### config.mk
export PLATFORM = sky130hd
export DESIGN_NAME = rtcai_alarm_update_irq
export DESIGN_NICKNAME = d
export VERILOG_FILES = /design/src/hw/rtcai_pkg.sv /design/src/hw/rtcai_alarm_update_irq.sv
export SDC_FILE = /design/constraint.sdc
export NUM_CORES = 1
export LEC_CHECK = 0
export BUFFER_PORTS_ARGS = -buffer_cell sky130_fd_sc_hd__buf_2
export CORE_ASPECT_RATIO = 0.5
export CORE_MARGIN = 2
export CORE_UTILIZATION = 40
export CTS_BUF_LIST = sky130_fd_sc_hd__clkbuf_4
export DETAILED_ROUTE_END_ITERATION = 8
export GPL_ROUTABILITY_DRIVEN = 0
export PLACE_DENSITY_LB_ADDON = 0.15
export SETUP_SLACK_MARGIN = 0.5
export SYNTH_ARGS = -nofsm -noshare
export SYNTH_HDL_FRONTEND = slang
export SYNTH_SLANG_ARGS = --single-unit
### constraint.sdc
create_clock -name sys_clk -period 3.17 [get_ports sys_clk]
set_clock_uncertainty 0.2 [all_clocks]
set_input_delay 0.1585 -clock sys_clk [delete_from_list [all_inputs] [get_ports sys_clk]]
set_output_delay 0.1585 -clock sys_clk [all_outputs]
set_load 0.1 [all_outputs]
### src/hw/rtcai_pkg.sv
package rtcai_pkg;
   // Register addresses
   localparam logic [3:0] RTCAI_ADDR_MIN_ALARM  = 4'h8;
   localparam logic [3:0] RTCAI_ADDR_HOUR_ALARM = 4'h9;
   localparam logic [3:0] RTCAI_ADDR_WD_ALARM   = 4'hA;
   localparam logic [3:0] RTCAI_ADDR_EXT_CFG    = 4'hD;
   localparam logic [3:0] RTCAI_ADDR_FLAGS      = 4'hE;
   localparam logic [3:0] RTCAI_ADDR_CTRL       = 4'hF;
   // Field positions
   localparam int RTCAI_MASK_BIT     = 7;
   localparam int RTCAI_EXT_UPDATE_PERIOD_SELECT_BIT = 5;
   localparam int RTCAI_EXT_WEEKDAY_DATE_SELECT_BIT = 3;
   localparam int RTCAI_FLG_UF_BIT   = 5;
   localparam int RTCAI_FLG_TF_BIT   = 4;
   localparam int RTCAI_FLG_AF_BIT   = 3;
   localparam int RTCAI_CTL_UIE_BIT  = 5;
   localparam int RTCAI_CTL_TIE_BIT  = 4;
   localparam int RTCAI_CTL_AIE_BIT  = 3;
   localparam int RTCAI_CTL_STOP_BIT = 1;
   // Reset values
   localparam logic [7:0] RTCAI_RST_REG = 8'h00;
   // Writable bit mask of the control register
   localparam logic [7:0] RTCAI_CTL_WMASK = 8'h3E;
   // Timing
   localparam int RTCAI_CLK_HZ        = 100_000_000;
   localparam int RTCAI_UPD_PULSE_US  = 7813;
   localparam int RTCAI_UPD_DELAY_US  = 23440;
   localparam int RTCAI_ALM_DELAY_US  = 1460;
   localparam int RTCAI_UPD_PULSE_CYC =
      (RTCAI_UPD_PULSE_US * (RTCAI_CLK_HZ / 1_000_000));
endpackage : rtcai_pkg

### src/hw/rtcai_alarm_update_irq.sv
`timescale 1ns/1ps
// What this block does
// Alarm match sets the alarm flag; it holds until software writes zero.
// Zero write clears alarm flag and releases pin; one write does nothing.
// Alarm enable at one pulls the interrupt pin low on alarm.
// Alarm enable at zero keeps or returns the pin released.
// Alarm enable gates only the pin; the flag sets regardless.
// Select zero: alarm day byte is a weekday bitmap, bit 0 Sunday.
// Select one: alarm day byte is a BCD day of month.
// A field with its bit-7 mask set is left out of the compare.
// Update events every second at select zero, every minute at one.
// Update-caused low on the pin releases itself after 7.813 ms.
// Update pulls the pin low within 23.44 ms of the time update.
// No update events while the clock stop bit is one.
// Update event sets update flag, held until zero written; one ignored.
// Writing zero to update flag clears it and releases its pin low.
// Update enable readable and writable; at zero no update low on pin.
// Update events continue whatever the update enable says.
// Software should clear update enable before changing related settings.
// Alarm flag and pin change within 1.46 ms of the calendar match.
// No alarm events while the clock stop bit is one.
// All three masks set: alarm fires once every minute.
// Timer, update and alarm share one pin; flags tell the source.
// Pin low while any enabled source is active, released otherwise.
module rtcai_alarm_update_irq
   import rtcai_pkg::*;
#(
   parameter int UPD_PULSE_CYC = RTCAI_UPD_PULSE_CYC
) (
   input  wire logic       sys_clk,
   input  wire logic       srst,
   // Register port from the serial bus front end
   input  wire logic       reg_wr,
   input  wire logic [3:0] reg_addr,
   input  wire logic [7:0] reg_wdata,
   output logic      [7:0] reg_rdata,
   // Calendar from the counting chain, BCD
   input  wire logic       sec_tick,
   input  wire logic       min_tick,
   input  wire logic [6:0] cal_min,
   input  wire logic [5:0] cal_hour,
   input  wire logic [2:0] cal_weekday,
   input  wire logic [5:0] cal_date,
   // Timer event from the fixed-cycle timer
   input  wire logic       timer_event,
   // Open-drain interrupt pin, active low
   output logic            irq_n,
   output logic            irq_n_oe
);
   logic [7:0] alarm_min;
   logic [7:0] alarm_hour;
   logic [7:0] alarm_wd;
   logic [7:0] extension_config;
   logic       alarm_flag;
   logic       update_flag;
   logic       timer_flag;
   logic [7:0] interrupt_control;
   logic       upd_pulse;
   logic [31:0] upd_cnt;
   logic       alm_event;
   logic       upd_event;
   logic       wr_flags;
   logic       wr_ctrl;
   logic       stop;
   logic       next_irq;

   assign stop     = interrupt_control[RTCAI_CTL_STOP_BIT];
   assign wr_flags = reg_wr && (reg_addr == RTCAI_ADDR_FLAGS);
   assign wr_ctrl  = reg_wr && (reg_addr == RTCAI_ADDR_CTRL);

   // Alarm compare on each minute rollover, so a preset equal to now waits
   always_comb begin
      logic m_ok;
      logic h_ok;
      logic d_ok;
      d_ok = 1'b0;
      m_ok = alarm_min[RTCAI_MASK_BIT] ||
             (alarm_min[6:0] == cal_min);
      h_ok = alarm_hour[RTCAI_MASK_BIT] ||
             (alarm_hour[5:0] == cal_hour);
      if (alarm_wd[RTCAI_MASK_BIT]) begin
         d_ok = 1'b1;
      end else if (extension_config[RTCAI_EXT_WEEKDAY_DATE_SELECT_BIT]) begin
         d_ok = (alarm_wd[5:0] == cal_date);
      end else begin
         d_ok = alarm_wd[cal_weekday];
      end
      alm_event = min_tick && !stop && m_ok && h_ok && d_ok;
   end

   // Update source: tick choice by period select, blocked while stopped
   assign upd_event = !stop && (extension_config[RTCAI_EXT_UPDATE_PERIOD_SELECT_BIT] ?
                                min_tick : sec_tick);

   // Configuration and alarm registers
   always_ff @(posedge sys_clk) begin
      if (srst) begin
         alarm_min         <= RTCAI_RST_REG;
         alarm_hour        <= RTCAI_RST_REG;
         alarm_wd          <= RTCAI_RST_REG;
         extension_config  <= RTCAI_RST_REG;
         interrupt_control <= RTCAI_RST_REG;
      end else if (reg_wr) begin
         unique case (reg_addr)
            RTCAI_ADDR_MIN_ALARM:  alarm_min        <= reg_wdata;
            RTCAI_ADDR_HOUR_ALARM: alarm_hour       <= reg_wdata;
            RTCAI_ADDR_WD_ALARM:   alarm_wd         <= reg_wdata;
            RTCAI_ADDR_EXT_CFG:    extension_config <= reg_wdata;
            RTCAI_ADDR_CTRL:
               interrupt_control <= reg_wdata & RTCAI_CTL_WMASK;
            default: ;
         endcase
      end
   end

   // Sticky flags: a zero write clears, a one write is ignored, set wins
   always_ff @(posedge sys_clk) begin
      if (srst) begin
         alarm_flag  <= 1'b0;
         update_flag <= 1'b0;
         timer_flag  <= 1'b0;
      end else begin
         if (alm_event) begin
            alarm_flag <= 1'b1;
         end else if (wr_flags && !reg_wdata[RTCAI_FLG_AF_BIT]) begin
            alarm_flag <= 1'b0;
         end
         if (upd_event) begin
            update_flag <= 1'b1;
         end else if (wr_flags && !reg_wdata[RTCAI_FLG_UF_BIT]) begin
            update_flag <= 1'b0;
         end
         if (timer_event) begin
            timer_flag <= 1'b1;
         end else if (wr_flags && !reg_wdata[RTCAI_FLG_TF_BIT]) begin
            timer_flag <= 1'b0;
         end
      end
   end

   // Update pulse on the pin, self-timed so a missed read does not hang it
   always_ff @(posedge sys_clk) begin
      if (srst) begin
         upd_pulse <= 1'b0;
         upd_cnt   <= 32'h0000_0000;
      end else if (upd_event) begin
         upd_pulse <= 1'b1;
         upd_cnt   <= 32'(UPD_PULSE_CYC - 1);
      end else if (wr_flags && !reg_wdata[RTCAI_FLG_UF_BIT]) begin
         upd_pulse <= 1'b0;
      end else if (upd_pulse) begin
         if (upd_cnt == 32'h0000_0000) begin
            upd_pulse <= 1'b0;
         end else begin
            upd_cnt <= upd_cnt - 32'h0000_0001;
         end
      end
   end

   // Shared pin: any enabled source pulls low
   always_comb begin
      next_irq = 1'b0;
      if (alarm_flag && interrupt_control[RTCAI_CTL_AIE_BIT]) begin
         next_irq = 1'b1;
      end
      if (upd_pulse && interrupt_control[RTCAI_CTL_UIE_BIT]) begin
         next_irq = 1'b1;
      end
      if (timer_flag && interrupt_control[RTCAI_CTL_TIE_BIT]) begin
         next_irq = 1'b1;
      end
   end

   // Pin register; data stays low, the enable does the driving
   always_ff @(posedge sys_clk) begin
      if (srst) begin
         irq_n_oe <= 1'b0;
         irq_n    <= 1'b0;
      end else begin
         irq_n_oe <= next_irq;
         irq_n    <= 1'b0;
      end
   end

   // Readback, registered; unmapped addresses read zero
   always_ff @(posedge sys_clk) begin
      if (srst) begin
         reg_rdata <= RTCAI_RST_REG;
      end else begin
         unique case (reg_addr)
            RTCAI_ADDR_MIN_ALARM:  reg_rdata <= alarm_min;
            RTCAI_ADDR_HOUR_ALARM: reg_rdata <= alarm_hour;
            RTCAI_ADDR_WD_ALARM:   reg_rdata <= alarm_wd;
            RTCAI_ADDR_EXT_CFG:    reg_rdata <= extension_config;
            RTCAI_ADDR_FLAGS:
               reg_rdata <= {2'b00, update_flag, timer_flag,
                             alarm_flag, 3'b000};
            RTCAI_ADDR_CTRL:       reg_rdata <= interrupt_control;
            default:               reg_rdata <= RTCAI_RST_REG;
         endcase
      end
   end

   // Checks
   property p_af_set;
      @(posedge sys_clk) disable iff (srst)
      alm_event |=> alarm_flag;
   endproperty
   a_af_set: assert property (p_af_set)
      else $error("alarm flag not set after match");

   property p_af_one_write;
      @(posedge sys_clk) disable iff (srst)
      (alarm_flag && wr_flags && reg_wdata[RTCAI_FLG_AF_BIT]) |=> alarm_flag;
   endproperty
   a_af_one_write: assert property (p_af_one_write)
      else $error("writing one changed alarm flag");

   property p_af_clear;
      @(posedge sys_clk) disable iff (srst)
      (wr_flags && !reg_wdata[RTCAI_FLG_AF_BIT] && !alm_event) |=> !alarm_flag;
   endproperty
   a_af_clear: assert property (p_af_clear)
      else $error("alarm flag not cleared by zero");

   property p_alarm_pin;
      @(posedge sys_clk) disable iff (srst)
      (alarm_flag && interrupt_control[RTCAI_CTL_AIE_BIT]) |=> irq_n_oe;
   endproperty
   a_alarm_pin: assert property (p_alarm_pin)
      else $error("alarm did not pull pin low");

   property p_pin_idle;
      @(posedge sys_clk) disable iff (srst)
      (!interrupt_control[RTCAI_CTL_AIE_BIT] &&
       !interrupt_control[RTCAI_CTL_UIE_BIT] &&
       !interrupt_control[RTCAI_CTL_TIE_BIT]) |=> !irq_n_oe;
   endproperty
   a_pin_idle: assert property (p_pin_idle)
      else $error("pin driven with all enables clear");

   property p_stop_quiet;
      @(posedge sys_clk) disable iff (srst)
      (stop && !update_flag && !wr_flags) |=> !update_flag;
   endproperty
   a_stop_quiet: assert property (p_stop_quiet)
      else $error("update flag set while stopped");

   property p_upd_set;
      @(posedge sys_clk) disable iff (srst)
      upd_event |=> (update_flag && upd_pulse);
   endproperty
   a_upd_set: assert property (p_upd_set)
      else $error("update event lost");

   property p_upd_pulse_len;
      @(posedge sys_clk) disable iff (srst)
      $rose(upd_pulse) |-> (upd_cnt == 32'(UPD_PULSE_CYC - 1));
   endproperty
   a_upd_pulse_len: assert property (p_upd_pulse_len)
      else $error("update pulse length wrong");

   property p_af_hold;
      @(posedge sys_clk) disable iff (srst)
      (alarm_flag && !(wr_flags && !reg_wdata[RTCAI_FLG_AF_BIT]))
      |=> alarm_flag;
   endproperty
   a_af_hold: assert property (p_af_hold)
      else $error("alarm flag dropped without zero write");

   property p_stop_no_alarm;
      @(posedge sys_clk) disable iff (srst)
      (stop && !alarm_flag) |=> !alarm_flag;
   endproperty
   a_stop_no_alarm: assert property (p_stop_no_alarm)
      else $error("alarm flag set while stopped");

   property p_alarm_gate;
      @(posedge sys_clk) disable iff (srst)
      (!interrupt_control[RTCAI_CTL_AIE_BIT] &&
       !(upd_pulse && interrupt_control[RTCAI_CTL_UIE_BIT]) &&
       !(timer_flag && interrupt_control[RTCAI_CTL_TIE_BIT])) |=> !irq_n_oe;
   endproperty
   a_alarm_gate: assert property (p_alarm_gate)
      else $error("alarm drove pin with its enable clear");

   property p_upd_release;
      @(posedge sys_clk) disable iff (srst)
      (upd_pulse && upd_cnt == 32'h0000_0000 && !upd_event) |=> !upd_pulse;
   endproperty
   a_upd_release: assert property (p_upd_release)
      else $error("update pulse outlived its count");

   property p_upd_count;
      @(posedge sys_clk) disable iff (srst)
      (upd_pulse && upd_cnt != 32'h0000_0000 && !upd_event && !wr_flags)
      |=> (upd_pulse && upd_cnt == $past(upd_cnt) - 32'h0000_0001);
   endproperty
   a_upd_count: assert property (p_upd_count)
      else $error("update pulse count skipped");

   property p_upd_clear;
      @(posedge sys_clk) disable iff (srst)
      (wr_flags && !reg_wdata[RTCAI_FLG_UF_BIT] && !upd_event)
      |=> (!update_flag && !upd_pulse);
   endproperty
   a_upd_clear: assert property (p_upd_clear)
      else $error("update flag or pulse kept after zero write");

   property p_upd_pin;
      @(posedge sys_clk) disable iff (srst)
      (upd_pulse && interrupt_control[RTCAI_CTL_UIE_BIT]) |=> irq_n_oe;
   endproperty
   a_upd_pin: assert property (p_upd_pin)
      else $error("update did not pull pin low");

   property p_upd_gate;
      @(posedge sys_clk) disable iff (srst)
      (!interrupt_control[RTCAI_CTL_UIE_BIT] &&
       !(alarm_flag && interrupt_control[RTCAI_CTL_AIE_BIT]) &&
       !(timer_flag && interrupt_control[RTCAI_CTL_TIE_BIT])) |=> !irq_n_oe;
   endproperty
   a_upd_gate: assert property (p_upd_gate)
      else $error("update drove pin with its enable clear");
endmodule : rtcai_alarm_update_irq

Yosys cells after proc, flatten, opt, wreduce, memory -nomap -nowiden
Index checks and enable logic that the tools add are counted.
{"block": "word_totals", "regBits": 82, "ramBits": 0, "latchBits": 0, "inputBits": 40, "memories": 0, "out_inout_bits": 10, "rom_bits": 0, "wordCells": 82}
{"block": "classes", "order_cmp": 1, "muxes": 23, "shifts": 0, "div": 0, "n_bitwise": 2, "eq_ne": 11, "n_mul": 0, "n_reduce_logical": 31, "add_sub_neg": 1}
{"cell": "$mux 20", "n": 4}
{"cell": "$pmux 8 s6", "n": 1}
{"cell": "$logic_not 32->1", "n": 1}
{"cell": "$sub 32x1->32 const B", "n": 1}
{"cell": "$eq 4x4->1 const B", "n": 6}
{"cell": "$mux 1", "n": 17}
{"cell": "$eq 6x6->1", "n": 2}
{"cell": "$logic_and 1x1->1", "n": 12}
{"cell": "$reduce_and 2->1", "n": 5}
{"cell": "$reduce_bool 2->1", "n": 4}
{"cell": "$eq 7x7->1", "n": 1}
{"cell": "$reduce_and 3->1", "n": 2}
{"cell": "$logic_not 1->1", "n": 4}
{"cell": "$lt 3x4->1 const B", "n": 1}
{"cell": "$ne 2x2->1 const B", "n": 2}
{"cell": "$bmux 1 s3", "n": 1}
{"cell": "$logic_or 1x1->1", "n": 2}
{"cell": "$not 1->1", "n": 2}
{"cell": "$reduce_or 2->1", "n": 1}

Depth between registers and ports, before layout
Gate-level depths: netlist (run 1).
{"block": "depth", "word_depth": 6, "ltp_mapped": 8, "ltp_nobuf": 7}

Worst setup path after synthesis (run 1)
OpenSTA, ideal clock, no wires.
{"block": "synth_timing", "kind": "reg2reg", "start": "reg upd_cnt[0]", "end": "reg upd_cnt[26]", "n_path_buf": 0, "stages_incl_launch_ff": 8, "t_required_ns": 2.900, "setup_slack_ns": 0.788, "arrival_ns": 2.111, "cell_sequence": "dfxtp_1 -> inv_1 -> ha_1 -> or4bb_1 -> a31oi_4 -> nand4_1 -> or4_1 -> a21oi_1"}
{"block": "synth_between", "elab_chain_len": 3}
{"item": "start: declaration", "line": "rtcai_alarm_update_irq.sv:59", "text": "logic [31:0] upd_cnt;"}
{"item": "start signal: assignment", "line": "rtcai_alarm_update_irq.sv:148", "text": "upd_cnt <= 32'(UPD_PULSE_CYC - 1);"}
{"item": "start signal: assignment", "line": "rtcai_alarm_update_irq.sv:155", "text": "upd_cnt <= upd_cnt - 32'h0000_0001;"}
{"item": "parallel branches: the longest is 3 deep, another holds $sub 32x1->32"}
Parallel ways; which one is timed is not known.
A chain may end at the register's enable or synchronous reset.

Worst setup path in the final report (run 1)
{"block": "layout_timing", "start": "reg upd_cnt[0]", "end": "reg upd_cnt[31]"}
The elaborated chain is that of the path after synthesis.

==> flow_results.org, run 1 <==
** STA
- Final worst hold slack :: 0.0513 ns
- The worst path meets setup with about 0.67 ns of slack.
- The smallest clock period supported by the final layout is computed as around 2.5 ns.
- Final critical-path share of the clock period :: 79.0%
- Setup violations remaining at the end of the flow were counted as 0.
- Worst-Margin Slew :: 0.797 ns
- Relative max-transition margin :: a little under half
- The number of hold violations in the final report is 0.
- The number of max-slew violations in the final report came to 0.
- Setup repair after global routing left no endpoint under its margin.
- In the final timing run, aggregate negative setup slack is 0 ns.
- For this run, the top clock speed supported by timing is 0.399 GHz.

** Clocking
- At the later pin of the worst-skew pair, clock insertion delay measures 0.45 ns.
- Worst-path clk slew :: 0.14 ns
- Clock Root Buffer :: clkbuf_4
- Inserted Clock Buffers :: 9
- The clock tree synthesis step divided the H-tree into 3 levels.
- Counting every sink on the clock net gives 82.
- TritonCTS clock tree :: done
- Counting along the longest clock path gives a buffer depth of 2.

** Critical path
- For the worst flop-to-flop path, the logic depth is 5.
- The worst setup path is launched from a flop.
- CP Data Arrival Time :: 2.67 ns
- For the worst setup path, the data required time is around 3.3 ns.
- The worst setup path is of the reg -> reg kind.
- Crit-path max FO :: 11
- STA classifies the critical path endpoint as a flop.

** Power and ir drop
- In this run the static leakage power is 0.00160 µW.
- Max IR drop VDD :: ~0.15 mV
- Power spread over the standard cell area amounts to 424 mW/mm².

** GRT
- Global routing used about 5.2% of the available met3 tracks.
- Global routing used 32.2% of the available met2 tracks.
- Wire length of the first global-routing pass :: 16400 µm
- Global routing used between 15 and 20% of the available tracks.
- The global routing stage identified its most utilized layer as met2.
- Maximum number of pins on one net before global-route repair :: 58
- GRT Residual Overflow :: 0
- Global-route track usage on met1 :: around a quarter
- Initial antenna violation count :: 0
- The via count of the first global-routing pass came to 3267.

** Synthesis
- Cell type with the largest total area after synthesis :: dfxtp_1
- Of all flip-flops after synthesis, the portion carrying an async set or reset was 0%.
- By area the synthesized netlist is led by dfxtp_1 (41%), a21oi_1 (8.0%), nand2_1 (5.4%), nand3_1 (5.3%), xnor2_1 (3.1%).
- Summing the sequential cell areas from Yosys gives 41.4% of the chip area.
- After synthesis the cells add up to around 0.004 mm².
- Counting every instance in the synthesized netlist gives 463.
- Mean instance size in the synthesized netlist :: about 8.6 µm²
- Flip-flop cell with the highest count after synthesis :: dfxtp_1
- The synthesized design devotes to its leading area cell type 41.4% of total area.
- The number of nets in the synthesized netlist is 505.
- Number of distinct library cell variants in the gate-level netlist after synthesis :: 55
- Counting flops with a built-in enable in the synthesized netlist gives 0.
- Counting flops and latches in the post-synthesis netlist gives 82.
- Number of warnings printed during yosys synthesis :: 0

** Route
- After detailed routing, the number of vias per cell comes to about 5.4.
- The first detailed-routing pass ran for 4 iterations.
- Total wire length after detailed routing :: 10100 µm
- The detailed router finished its first iteration with 227 violations.
- Residual DRC :: 0
- In the final routed layout, each cell accounts on average for 15.2 µm.
- Vias :: 3594
- The count of nets left with antenna violations once routing finished came out at 0.

** Die
- Overall die height :: 74.4 µm
- 50 I/O pins were placed.
- Starting Density :: between 40% and 50%
- Area of the die :: 0.0108 mm²
- The initialized floorplan defines 25 standard-cell rows.
- Horiz. Die Dim :: 145 µm
- In this run the standard cell core region covers between 0.009 and 0.01 mm².

** Final layout
- After the flow finishes, the layout carries non-filler instances totaling 663.
- Relative area change from synthesis to final layout :: 17.6%
- Final nets :: around 570
- Ant diodes :: 0
- Utilization of the core after routing :: between 40 and 50%
- Fraction of final layout cells with drive strength greater than 1 :: 17.4%

** Placement
- Placement Setup Slack :: 0.519 ns
- Buffers placed on the I/O ports in this run total 48.
- Number of instances in the placed design :: 627
- Detailed placement finished with a half-perimeter wire length of between 6000 and 7000 µm.

** Outcome
- The run finished with clean final reports.

** Min path
- Along the worst hold path, the cell count comes to 5.
- The min-delay analysis places its worst path in the category in -> reg.

** Job
- Across the run, the number of max-cap violations was 0.
## layout make-up
type | instances | area (µm²)
inverter | 9 | 33.8
tap | 135 | 169
sequential | 82 | 1640
fill | 938 | 4880
timing repair buffer | 75 | 485
multi-input combinational | 346 | 2180
clock inverter | 7 | 76.3
clock buffer | 9 | 67.6
## repair_timing
action / in CTS / in global routing
setup endpoints to repair: 2 / 3
buffers inserted: 1 / 2
hold buffers: 17 / 0
cloned: 0 / 0
endpoints found under the hold margin: 43 / 0
gates resized for setup: 0 / 1
pin swaps: 1 / 0
## synth_stat cells (2+ instances only)
master     number
a21oi_1        63
or4_1          11
a222oi_1        2
clkbuf_1       21
dfxtp_1        82
nor4_1          4
nand4_1         6
o21ai_0        13
o31ai_1        11
nand3b_1        2
xor2_1         12
nor2_1         16
inv_1           9
or3_1          13
a22oi_1        12
o2111ai_1       4
mux2_2          2
xnor2_1        14
nor3_1          5
mux4_2          2
nand3_1        42
mux2i_1         4
nor4_2          3
nand2b_1        5
nand2_1        57
o31ai_4         2
or2_2           3
a31oi_1        13
o41ai_1         2
ha_1            2
buf_2           2
## state kept, by name, indices dropped and copies added, names as in the netlist
register           cells
alarm_min              8
upd_pulse              1
alarm_wd               8
reg_rdata              8
timer_flag             1
interrupt_control      5
update_flag            1
alarm_hour             8
extension_config       8
upd_cnt               32
alarm_flag             1
irq_n_oe               1
## cell usage in the layout, fill, tap and decap left out, drive strengths merged, types with 7 or more instances in the layout
cell and count:
dfxtp 82, nand2 57, o31ai 13, nand3 42, o21ai 13, xnor2 14, or3 14, a22oi 12
dlygate4sd3 17, inv 11, xor2 12, or4 12, nor4 7, buf 58, a21oi 63, clkbuf 9
a31oi 14, nor2 16
## path summary, 6_finish.rpt
path                                                       start                          endpoint  slack, ns
worst min register to register  extension_config[4]$_SDFFE_PP0P_  extension_config[4]$_SDFFE_PP0P_       0.26
worst max register to register           upd_cnt[0]$_SDFFE_PP0P_          upd_cnt[31]$_SDFFE_PP0P_       0.67
worst max-delay path                     upd_cnt[0]$_SDFFE_PP0P_          upd_cnt[31]$_SDFFE_PP0P_       0.67
worst min-delay path                                  cal_min[5]           alarm_flag$_SDFFE_PP0P_       0.05
## worst max-delay path: stages (launching register included)
cell	delay (ns)
dfxtp_1	0.35
or4_4	0.55
a311oi_4	0.37
nand2_1	0.29
or4_1	0.53
a21oi_1	0.14
## metal layers
layer  vias to the layer above  share of wire [%]
li1                       1827                  -
met1                      1693                 48
met2                        60                 46
met3                        14                3.6
met4                         0                1.7
met5                         -                  0
## metrics by stage
step / power (µW) / cell area, µm²
after floorplan: 1260 / 3960
after global placement: 1340 / 4320
after detailed placement: 1340 / 4320
after CTS: 1990 / 4640
after global routing: 2080 / 4660
final: 1980 / 4660
## cell families (layout without fill, tap and decap cells)
kind of cell               after synthesis  in the layout  share of synthesized area, %
and+or+nand+nor                        176            176                          23.2
AOI/OAI and AO/OA                      132            132                          22.3
DFF                                     82             82                          41.4
buffers and inverters                   35            100                          3.66
xor gates and xnor gates                26             26                          5.75
muxes                                    9              9                          3.00
adders and majority gates                2              2                         0.631
other                                    1              1                        0.0946
## report_power, final
part           switching [µW]  leakage [µW]  internal, µW  total, µW
logic                     149      0.000860           103        252
clock network             393     0.0000746           246        639
registers                27.7      0.000667          1060       1080
total                     570       0.00160          1410       1980
Note: power is estimated with default switching activity, not from simulation.
==> inputs of run 2 (changes only) <==
- clock period: 3.17 -> 2.17 ns (I/O delays scaled with it)
==> run 2 against run 1 <==
  * The flow now finishes with violations (setup timing)
  * Clock power increased by 39%
  * Sequential share of layout area down 5.6 points
  * Die area unchanged
  * Sequential cell count unchanged
  * Global-route usage grew 2.7 points
  * First-iteration DRC count is 4.4% lower
  * Non-clock buffer count increased by 75
  * Critical endpoint is now upd_cnt[0]$_SDFFE_PP0P_
  * Largest power group unchanged
  * Highest routed layer unchanged
==> flow_results.org, run 2 (synthesis gave the netlist of run 1 again) <==
** Die
- The total number of placement rows is 25 (unchanged).
- Area of the die :: 0.0108 mm² (unchanged)
- The I/O pin total came to 50 (unchanged).
- Starting Density :: 41.5% (unchanged)
- Horiz. Die Dim :: 145 µm (unchanged)
- The placeable core region was 0.00954 mm² (unchanged).
- Overall die height :: 74.4 µm (unchanged)

** Critical path
- The critical path class was reg -> reg (unchanged).
- Kind of start point of the critical path :: flop (unchanged)
- The data required time at the worst endpoint came to 2.31 ns (was 3.34 ns).
- Depth of the worst register-to-register path :: 7 (was 5)
- The category of the worst setup path capture point is a flop (unchanged).
- Crit-path max FO :: 5 (was 11)
- The setup slack of the most critical reg-to-reg path was -0.19 ns (was 0.67 ns).
- The signal arrival time at the worst endpoint was 2.50 ns (was 2.67 ns).

** Route
- The via count of the routed design came to 4020 (was 3594).
- Total wire length after detailed routing :: 11900 µm (was 10100 µm)
- Starting DRT DRC Count :: 217 (was 227)
- The mean number of vias per cell came to 5.44 (was 5.42).
- Residual DRC :: 0 (unchanged)
- Post-DRT Antenna Nets :: 0 (unchanged)
- Average wire per standard cell :: 16.0 µm (was 15.2 µm)
- Drt pass-1 iters :: 4 (unchanged)

** Power and ir drop
- The power density over cell area came to 549 mW/mm² (was 424 mW/mm²).
- The maximum ir drop on the vdd rail is 0.244 mV (was 0.146 mV).
- Post-layout power :: 3060 µW (was 1980 µW)
- The leakage component of the power came to 0.00203 µW (was 0.00160 µW).

** Final layout
- The number of nets in the layout came to 641 (was 565).
- Relative area change from synthesis to final layout :: 40.8% (was 17.6%)
- Commonest cells after routing, fill and taps aside: dfxtp_1 (72), buf_4 (61), nand2_1 (56), a21oi_1 (56), buf_2 (48) (was dfxtp_1 (82), a21oi_1 (63), nand2_1 (57), buf_2 (48), nand3_1 (42)).
- The most flop-heavy register was upd_cnt (unchanged).
- The proportion of layout cells with a drive suffix above 1 came to 34.4% (was 17.4%).
- Number of flip-flops in the largest register :: 32 (unchanged)
- The leading cell type in the layout, fill and taps excluded is dfxtp_1 (unchanged).
- The final instance count without filler cells was 739 (was 663).
- The number of inserted filler cells in the final layout was 842 (was 938).
- Ant diodes :: 0 (unchanged)

** Clocking
- The total clock sinks came to 82 (unchanged).
- Max Buffers Root-to-Sink :: 2 (unchanged)
- The H-tree depth is 3 (unchanged).
- The number of buffers added by the clock tree synthesis step came to 9 (unchanged).
- The clock tree from TritonCTS is done (unchanged).
- Clock Root Buffer :: clkbuf_4 (unchanged)
- Clock network latency to the later pin of the worst-skew pair :: 0.48 ns (was 0.45 ns)
- The clock transition at the registers of the reported paths is 0.15 ns (was 0.14 ns).

** Outcome
- Outcome :: finished with violations (was completed)
- The final reports fail on setup timing.

** STA
- The actual slew at the worst max-slew pin came to 0.665 ns (was 0.797 ns).
- Hold Vio Cnt, Final :: 0 (unchanged)
- Final critical-path share of the clock period :: 109% (was 79.0%)
- Clock period minus final worst setup slack :: 2.36 ns (was 2.50 ns)
- The number of endpoints failing setup at the final stage is 32 (was 0).
- Top achievable clock speed :: 0.424 GHz (was 0.399 GHz)
- The normalized max-slew margin was 55.7% (was 46.8%).
- The number of max-slew violations in the final report is 0 (unchanged).
- Unrepaired setup endpoints after global routing: yes (was no).
- Final worst-path setup slack :: -0.190 ns (was 0.667 ns)

** Min path
- Worst hold-check path type :: in -> reg (unchanged)
- The number of cells traversed by the worst hold path was 5 (unchanged).

** Job
- The count of max-cap constraint violations is 0 (unchanged).

** Placement
- The number of placed instances, taps included was 676 (was 627).
- The half-perimeter wire length after detailed placement came to 7700 µm (was 6870 µm).
- Number of input and output port buffers inserted :: 48 (unchanged)
- The worst-case setup slack after placement came to -0.180 ns (was 0.519 ns).

** GRT
- The total global routing track utilization came to 22.5% (was 19.8%).
- Wire length of the first global-routing pass :: 18600 µm (was 16400 µm)
- The pin count of the biggest net entering global routing came to 58 (unchanged).
- GRT Residual Overflow :: 0 (unchanged)
- Initial antenna violation count :: 0 (unchanged)
- Vias in the first global route :: 3787 (was 3267)
run 2: changes by cell type in the layout (fill, tap and decap cells not counted), sizes merged:
cell | before | now
buf | 58 | 129
dlygate4sd3 | 17 | 21
inv | 11 | 14
clkinv | 3 | 1
bufinv | 1 | 0
o31ai | 13 | 14
run 2: critical path, cell delays in order, from the launching register on:
cell      delay (ns)
dfxtp_2         0.34
or3_4           0.38
or4_4           0.51
o311ai_4        0.34
buf_4           0.17
buf_6           0.11
xnor2_2         0.10
a21oi_1         0.07
run 2: power breakdown:
part / total, µW / internal, µW / leakage (µW) / switching (µW)
clock: 888 / 265 / 0.0000714 / 624
combinational: 594 / 282 / 0.00129 / 312
sequential: 1580 / 1540 / 0.000671 / 34.5
total: 3060 / 2090 / 0.00203 / 970
run 2: per-layer routing:
layer	routed length, µm	vias to the layer above	GRT usage (%)
li1	-	1994	-
met1	5360	1919	28.2
met2	5740	85	38.7
met3	489	22	5.15
met4	260	0	8.09
met5	0	-	0
run 2: what timing repair did:
item | CTS | global route
resized for setup | 24 | 41
pin swaps | 18 | 32
endpoints found under the setup margin | 34 | 35
gates cloned | 1 | 0
endpoints found under the hold margin | 64 | 0
hold buffers | 21 | 0
setup buffers | 12 | 13
run 2: worst paths after layout:
path	from	end
max	upd_cnt[14]$_SDFFE_PP0P_	upd_cnt[0]$_SDFFE_PP0P_
max reg2reg	upd_cnt[14]$_SDFFE_PP0P_	upd_cnt[0]$_SDFFE_PP0P_
min	reg_wdata[5]	update_flag$_SDFFE_PP0P_
min reg2reg	extension_config[7]$_SDFFE_PP0P_	extension_config[7]$_SDFFE_PP0P_
run 2: area by class of cell:
type	instances	area, µm²	area share [%]
multi-input cells	347	2440	43.7
repair buffers	150	1150	20.6
clock inverters	7	65.1	1.17
flip-flops and latches	82	1660	29.7
clock buffers	9	67.6	1.21
inverters	9	33.8	0.605
well taps	135	169	3.03
run 2: stage by stage:
step / hold slack (ns) / setup TNS, ns / utilization (%) / instance area (µm²)
final: 0.0279 / -3.79 / 58.5 / 5580
after global routing: 0.0324 / -6.27 / 58.5 / 5580
after CTS: 0.000723 / -2.01 / 55.7 / 5310
after detailed placement: 0.152 / -2.07 / 49.8 / 4750
after global placement: 0.147 / -1.48 / 49.8 / 4750
after floorplan: 0.0380 / -0.591 / - / 4050
==> inputs of run 3 (changes only) <==
- clock period: 2.17 -> 1.96 ns (I/O delays scaled with it)
==> run 3 against run 2 <==
  * The run ends with hold timing, setup timing left
  * Count of clock-buffer cells in the layout unchanged
  * Cell count increased by 1.6%
  * Sequential cell count unchanged
  * Routed wire length decreased by 2.3%
  * Critical path type unchanged
==> flow_results.org, run 3 (synthesis gave the netlist of run 1 again) <==
** Outcome
- Outcome :: finished with violations (unchanged)
- Violations in the final reports: hold timing, setup timing (was setup timing).

** GRT
- Wire length of the first global-routing pass :: 18700 µm (was 18600 µm)
- Initial antenna violation count :: 0 (unchanged)
- The via count of the first global-routing pass is 3855 (was 3787).
- Maximum number of pins on one net before global-route repair :: 58 (unchanged)
- The total global routing track utilization was 22.4% (was 22.5%).
- The leftover overflow at the end of global routing is 0 (unchanged).

** Placement
- Number of instances in the placed design :: 689 (was 676)
- Number of input and output port buffers inserted :: 48 (unchanged)
- Final HPWL from detailed placement :: 7680 µm (was 7700 µm)
- The worst-case setup slack after placement is -0.453 ns (was -0.180 ns).
- The placed standard-cell area was 0.00486 mm² (was 0.00475 mm²).

** Clocking
- Clock Root Buffer :: clkbuf_4 (unchanged)
- Inserted Clock Buffers :: 9 (unchanged)
- Clock network latency to the later pin of the worst-skew pair :: 0.46 ns (was 0.48 ns)
- H-Tree Level Count :: 3 (unchanged)
- The maximum buffer depth of the clock tree came to 2 (unchanged).
- The total clock sinks came to 82 (unchanged).
- TritonCTS clock tree :: done (unchanged)
- Worst-path clk slew :: 0.15 ns (about the same)

** Critical path
- The longest individual stage delay on the worst path came to 0.51 ns (about the same).
- The sum of buffers and inverters on the critical path came to 2 (unchanged).
- CP Data Arrival Time :: 2.60 ns (was 2.50 ns)
- Endpoint class of the critical path :: flop (unchanged)
- Setup slack on the worst flop-to-flop path :: -0.44 ns (was -0.19 ns)
- Startpoint-to-endpoint class of the critical path :: reg -> reg (unchanged)
- Cell at the slowest stage of the critical path :: or4_4 (unchanged)
- Largest delay contributor family on the critical path :: simple AND/OR/NAND/NOR gates (unchanged)
- Cell chain of the critical path :: inv_2, ha_4, or4bb_4, a31oi_4, nand4_1, buf_6, or4_4, a21oi_2 (was or3_4, or4_4, o311ai_4, buf_4, buf_6, xnor2_2, a21oi_1)
- Critical path data required time :: 2.16 ns (was 2.31 ns)
- Crit-path max FO :: 7 (was 5)
- The element type at the critical path start is a flop (unchanged).

** Power and ir drop
- Max IR drop VDD :: 0.298 mV (was 0.244 mV)
- The sequential power share was 50.0% (was 51.6%).
- The clock group share of total power came to 31.3% (was 29.0%).
- Power share of the combinational group :: 18.7% (was 19.4%)
- Post-layout power :: 3480 µW (was 3060 µW)
- Internal power :: 2440 µW (was 2090 µW)
- Sw Share :: 29.9% (was 31.7%)
- Leakage component of the power :: 0.00210 µW (was 0.00203 µW)
- The net switching power of the design came to 1040 µW (was 970 µW).
- The power density over cell area was 612 mW/mm² (was 549 mW/mm²).

** Final layout
- The number of inserted filler cells in the final layout is 841 (was 842).
- The flip-flop count of the largest register after layout came to 32 (unchanged).
- The relative area change from synthesis to final layout is 43.7% (was 40.8%).
- Register with the most flip-flops :: upd_cnt (unchanged)
- The number of antenna cells inserted is 0 (unchanged).
- Non-filler cells, final :: 751 (was 739)
- The number of nets in the layout is 653 (was 641).
- The proportion of layout cells with a drive suffix above 1 came to 34.9% (was 34.4%).
- Commonest cells after routing, fill and taps aside: buf_4 (81), dfxtp_1 (69), a21oi_1 (59), nand2_1 (56), nand3_1 (42) (was dfxtp_1 (72), buf_4 (61), nand2_1 (56), a21oi_1 (56), buf_2 (48)).
- The post-route cell area is 0.00570 mm² (was 0.00558 mm²).
- Commonest non-fill, non-tap cell in the layout :: buf_4 (was dfxtp_1)

** STA
- Final Max Slew Viols :: 0 (unchanged)
- The number of endpoints failing setup at the final stage came to 33 (was 32).
- The timing-limited maximum frequency is 0.417 GHz (was 0.424 GHz).
- Relative max-transition margin :: 56.5% (was 55.7%)
- Final worst-path setup slack :: -0.437 ns (was -0.190 ns)
- Unrepaired setup endpoints after global routing :: yes (unchanged)
- Clock period minus final worst setup slack :: 2.40 ns (was 2.36 ns)
- The worst hold margin is -0.0161 ns (was 0.0279 ns).
- Hold Vio Cnt, Final :: 1 (was 0)
- Final critical-path share of the clock period :: 122% (was 109%)
- The actual slew at the worst max-slew pin was 0.653 ns (was 0.665 ns).

** Route
- The routed wire length is 11600 µm (was 11900 µm).
- Drt pass-1 iters :: 4 (unchanged)
- Vias :: 4013 (was 4020)
- The DRC violation count after routing is 0 (unchanged).
- The mean number of vias per cell came to 5.34 (was 5.44).
- The iteration-0 DRC count of the detailed router is 254 (was 217).
- Post-DRT Antenna Nets :: 0 (unchanged)
- Average wire per standard cell :: 15.4 µm (was 16.0 µm)

** Die
- # rows :: 25 (unchanged)
- Starting Density :: 41.5% (unchanged)
- Area of the die :: 0.0108 mm² (unchanged)
- The placeable core region is 0.00954 mm² (unchanged).
- The I/O pin total was 50 (unchanged).
- The height of the die came to 74.4 µm (unchanged).
- The overall die width was 145 µm (unchanged).

** Min path
- The worst hold-check path type was in -> reg (unchanged).

** Job
- Max-capacitance violation count :: 0 (unchanged)
-- run 3: cell count changes in the layout (fill, tap and decap cells not counted), sizes merged --
| cell | delta |
|---|---|
| buf | +7 |
| bufinv | +1 |
| dlygate4sd3 | +5 |
| inv | -1 |
-- run 3: worst paths after layout --
path | depth (start not counted) | start | endpoint
max | 8 | upd_cnt[0]$_SDFFE_PP0P_ | upd_cnt[26]$_SDFFE_PP0P_
min | 4 | reg_wr | update_flag$_SDFFE_PP0P_
max reg2reg | 8 | upd_cnt[0]$_SDFFE_PP0P_ | upd_cnt[26]$_SDFFE_PP0P_
min reg2reg | 2 | extension_config[0]$_SDFFE_PP0P_ | extension_config[0]$_SDFFE_PP0P_
-- run 3: worst register-to-register path, cell delays in order (launching register included) --
cell and delay (ns):
dfxtp_2 0.36, inv_2 0.08, ha_4 0.12, or4bb_4 0.46, a31oi_4 0.18, nand4_1 0.13
buf_6 0.17, or4_4 0.51, a21oi_2 0.14
-- run 3: power groups by stage --
stage          Sequential, µW  Clock, µW  Combinational (µW)
4_1_cts                  1740       1120                 599
3_5_place_dp             1780          0                 495
5_1_grt                  1750       1200                 704
6_report                 1740       1090                 652
2_1_floorplan            1790          0                 283
3_3_place_gp             1780          0                 491
-- run 3: repair_timing --
item                                   in CTS  in global routing
hold buffers                               25                  1
gates cloned                                1                  0
pin swaps                                  26                 28
resized for setup                          46                 21
buffers inserted                           11                  8
endpoints found under the hold margin      59                  2
setup endpoints to repair                  44                 36
-- run 3: area by class of cell --
type / count / area [µm²] / share of cell area, %
multi-input cells: 347 / 2430 / 42.6
inverters: 9 / 33.8 / 0.593
clock buffers: 9 / 67.6 / 1.19
flip-flops and latches: 82 / 1660 / 29.2
well taps: 135 / 169 / 2.97
clock inverters: 7 / 83.8 / 1.47
repair buffers: 162 / 1250 / 22.0
-- run 3: routing by layer --
metal | GRT usage, % | wire, µm | up-vias
met3 | 5.60 | 546 | 16
met2 | 38.9 | 5690 | 72
met1 | 27.6 | 5170 | 1902
met4 | 8.20 | 178 | 0
met5 | 0 | 0 | -
li1 | - | - | 2023
-- run 3: metrics by stage --
step           util (%)  TNS, ns
3_5_place_dp       50.9    -9.57
2_1_floorplan         -    -5.33
5_1_grt            59.7   -14.08
3_3_place_gp       50.9    -9.13
4_1_cts            58.0    -9.48
6_report           59.7   -10.94
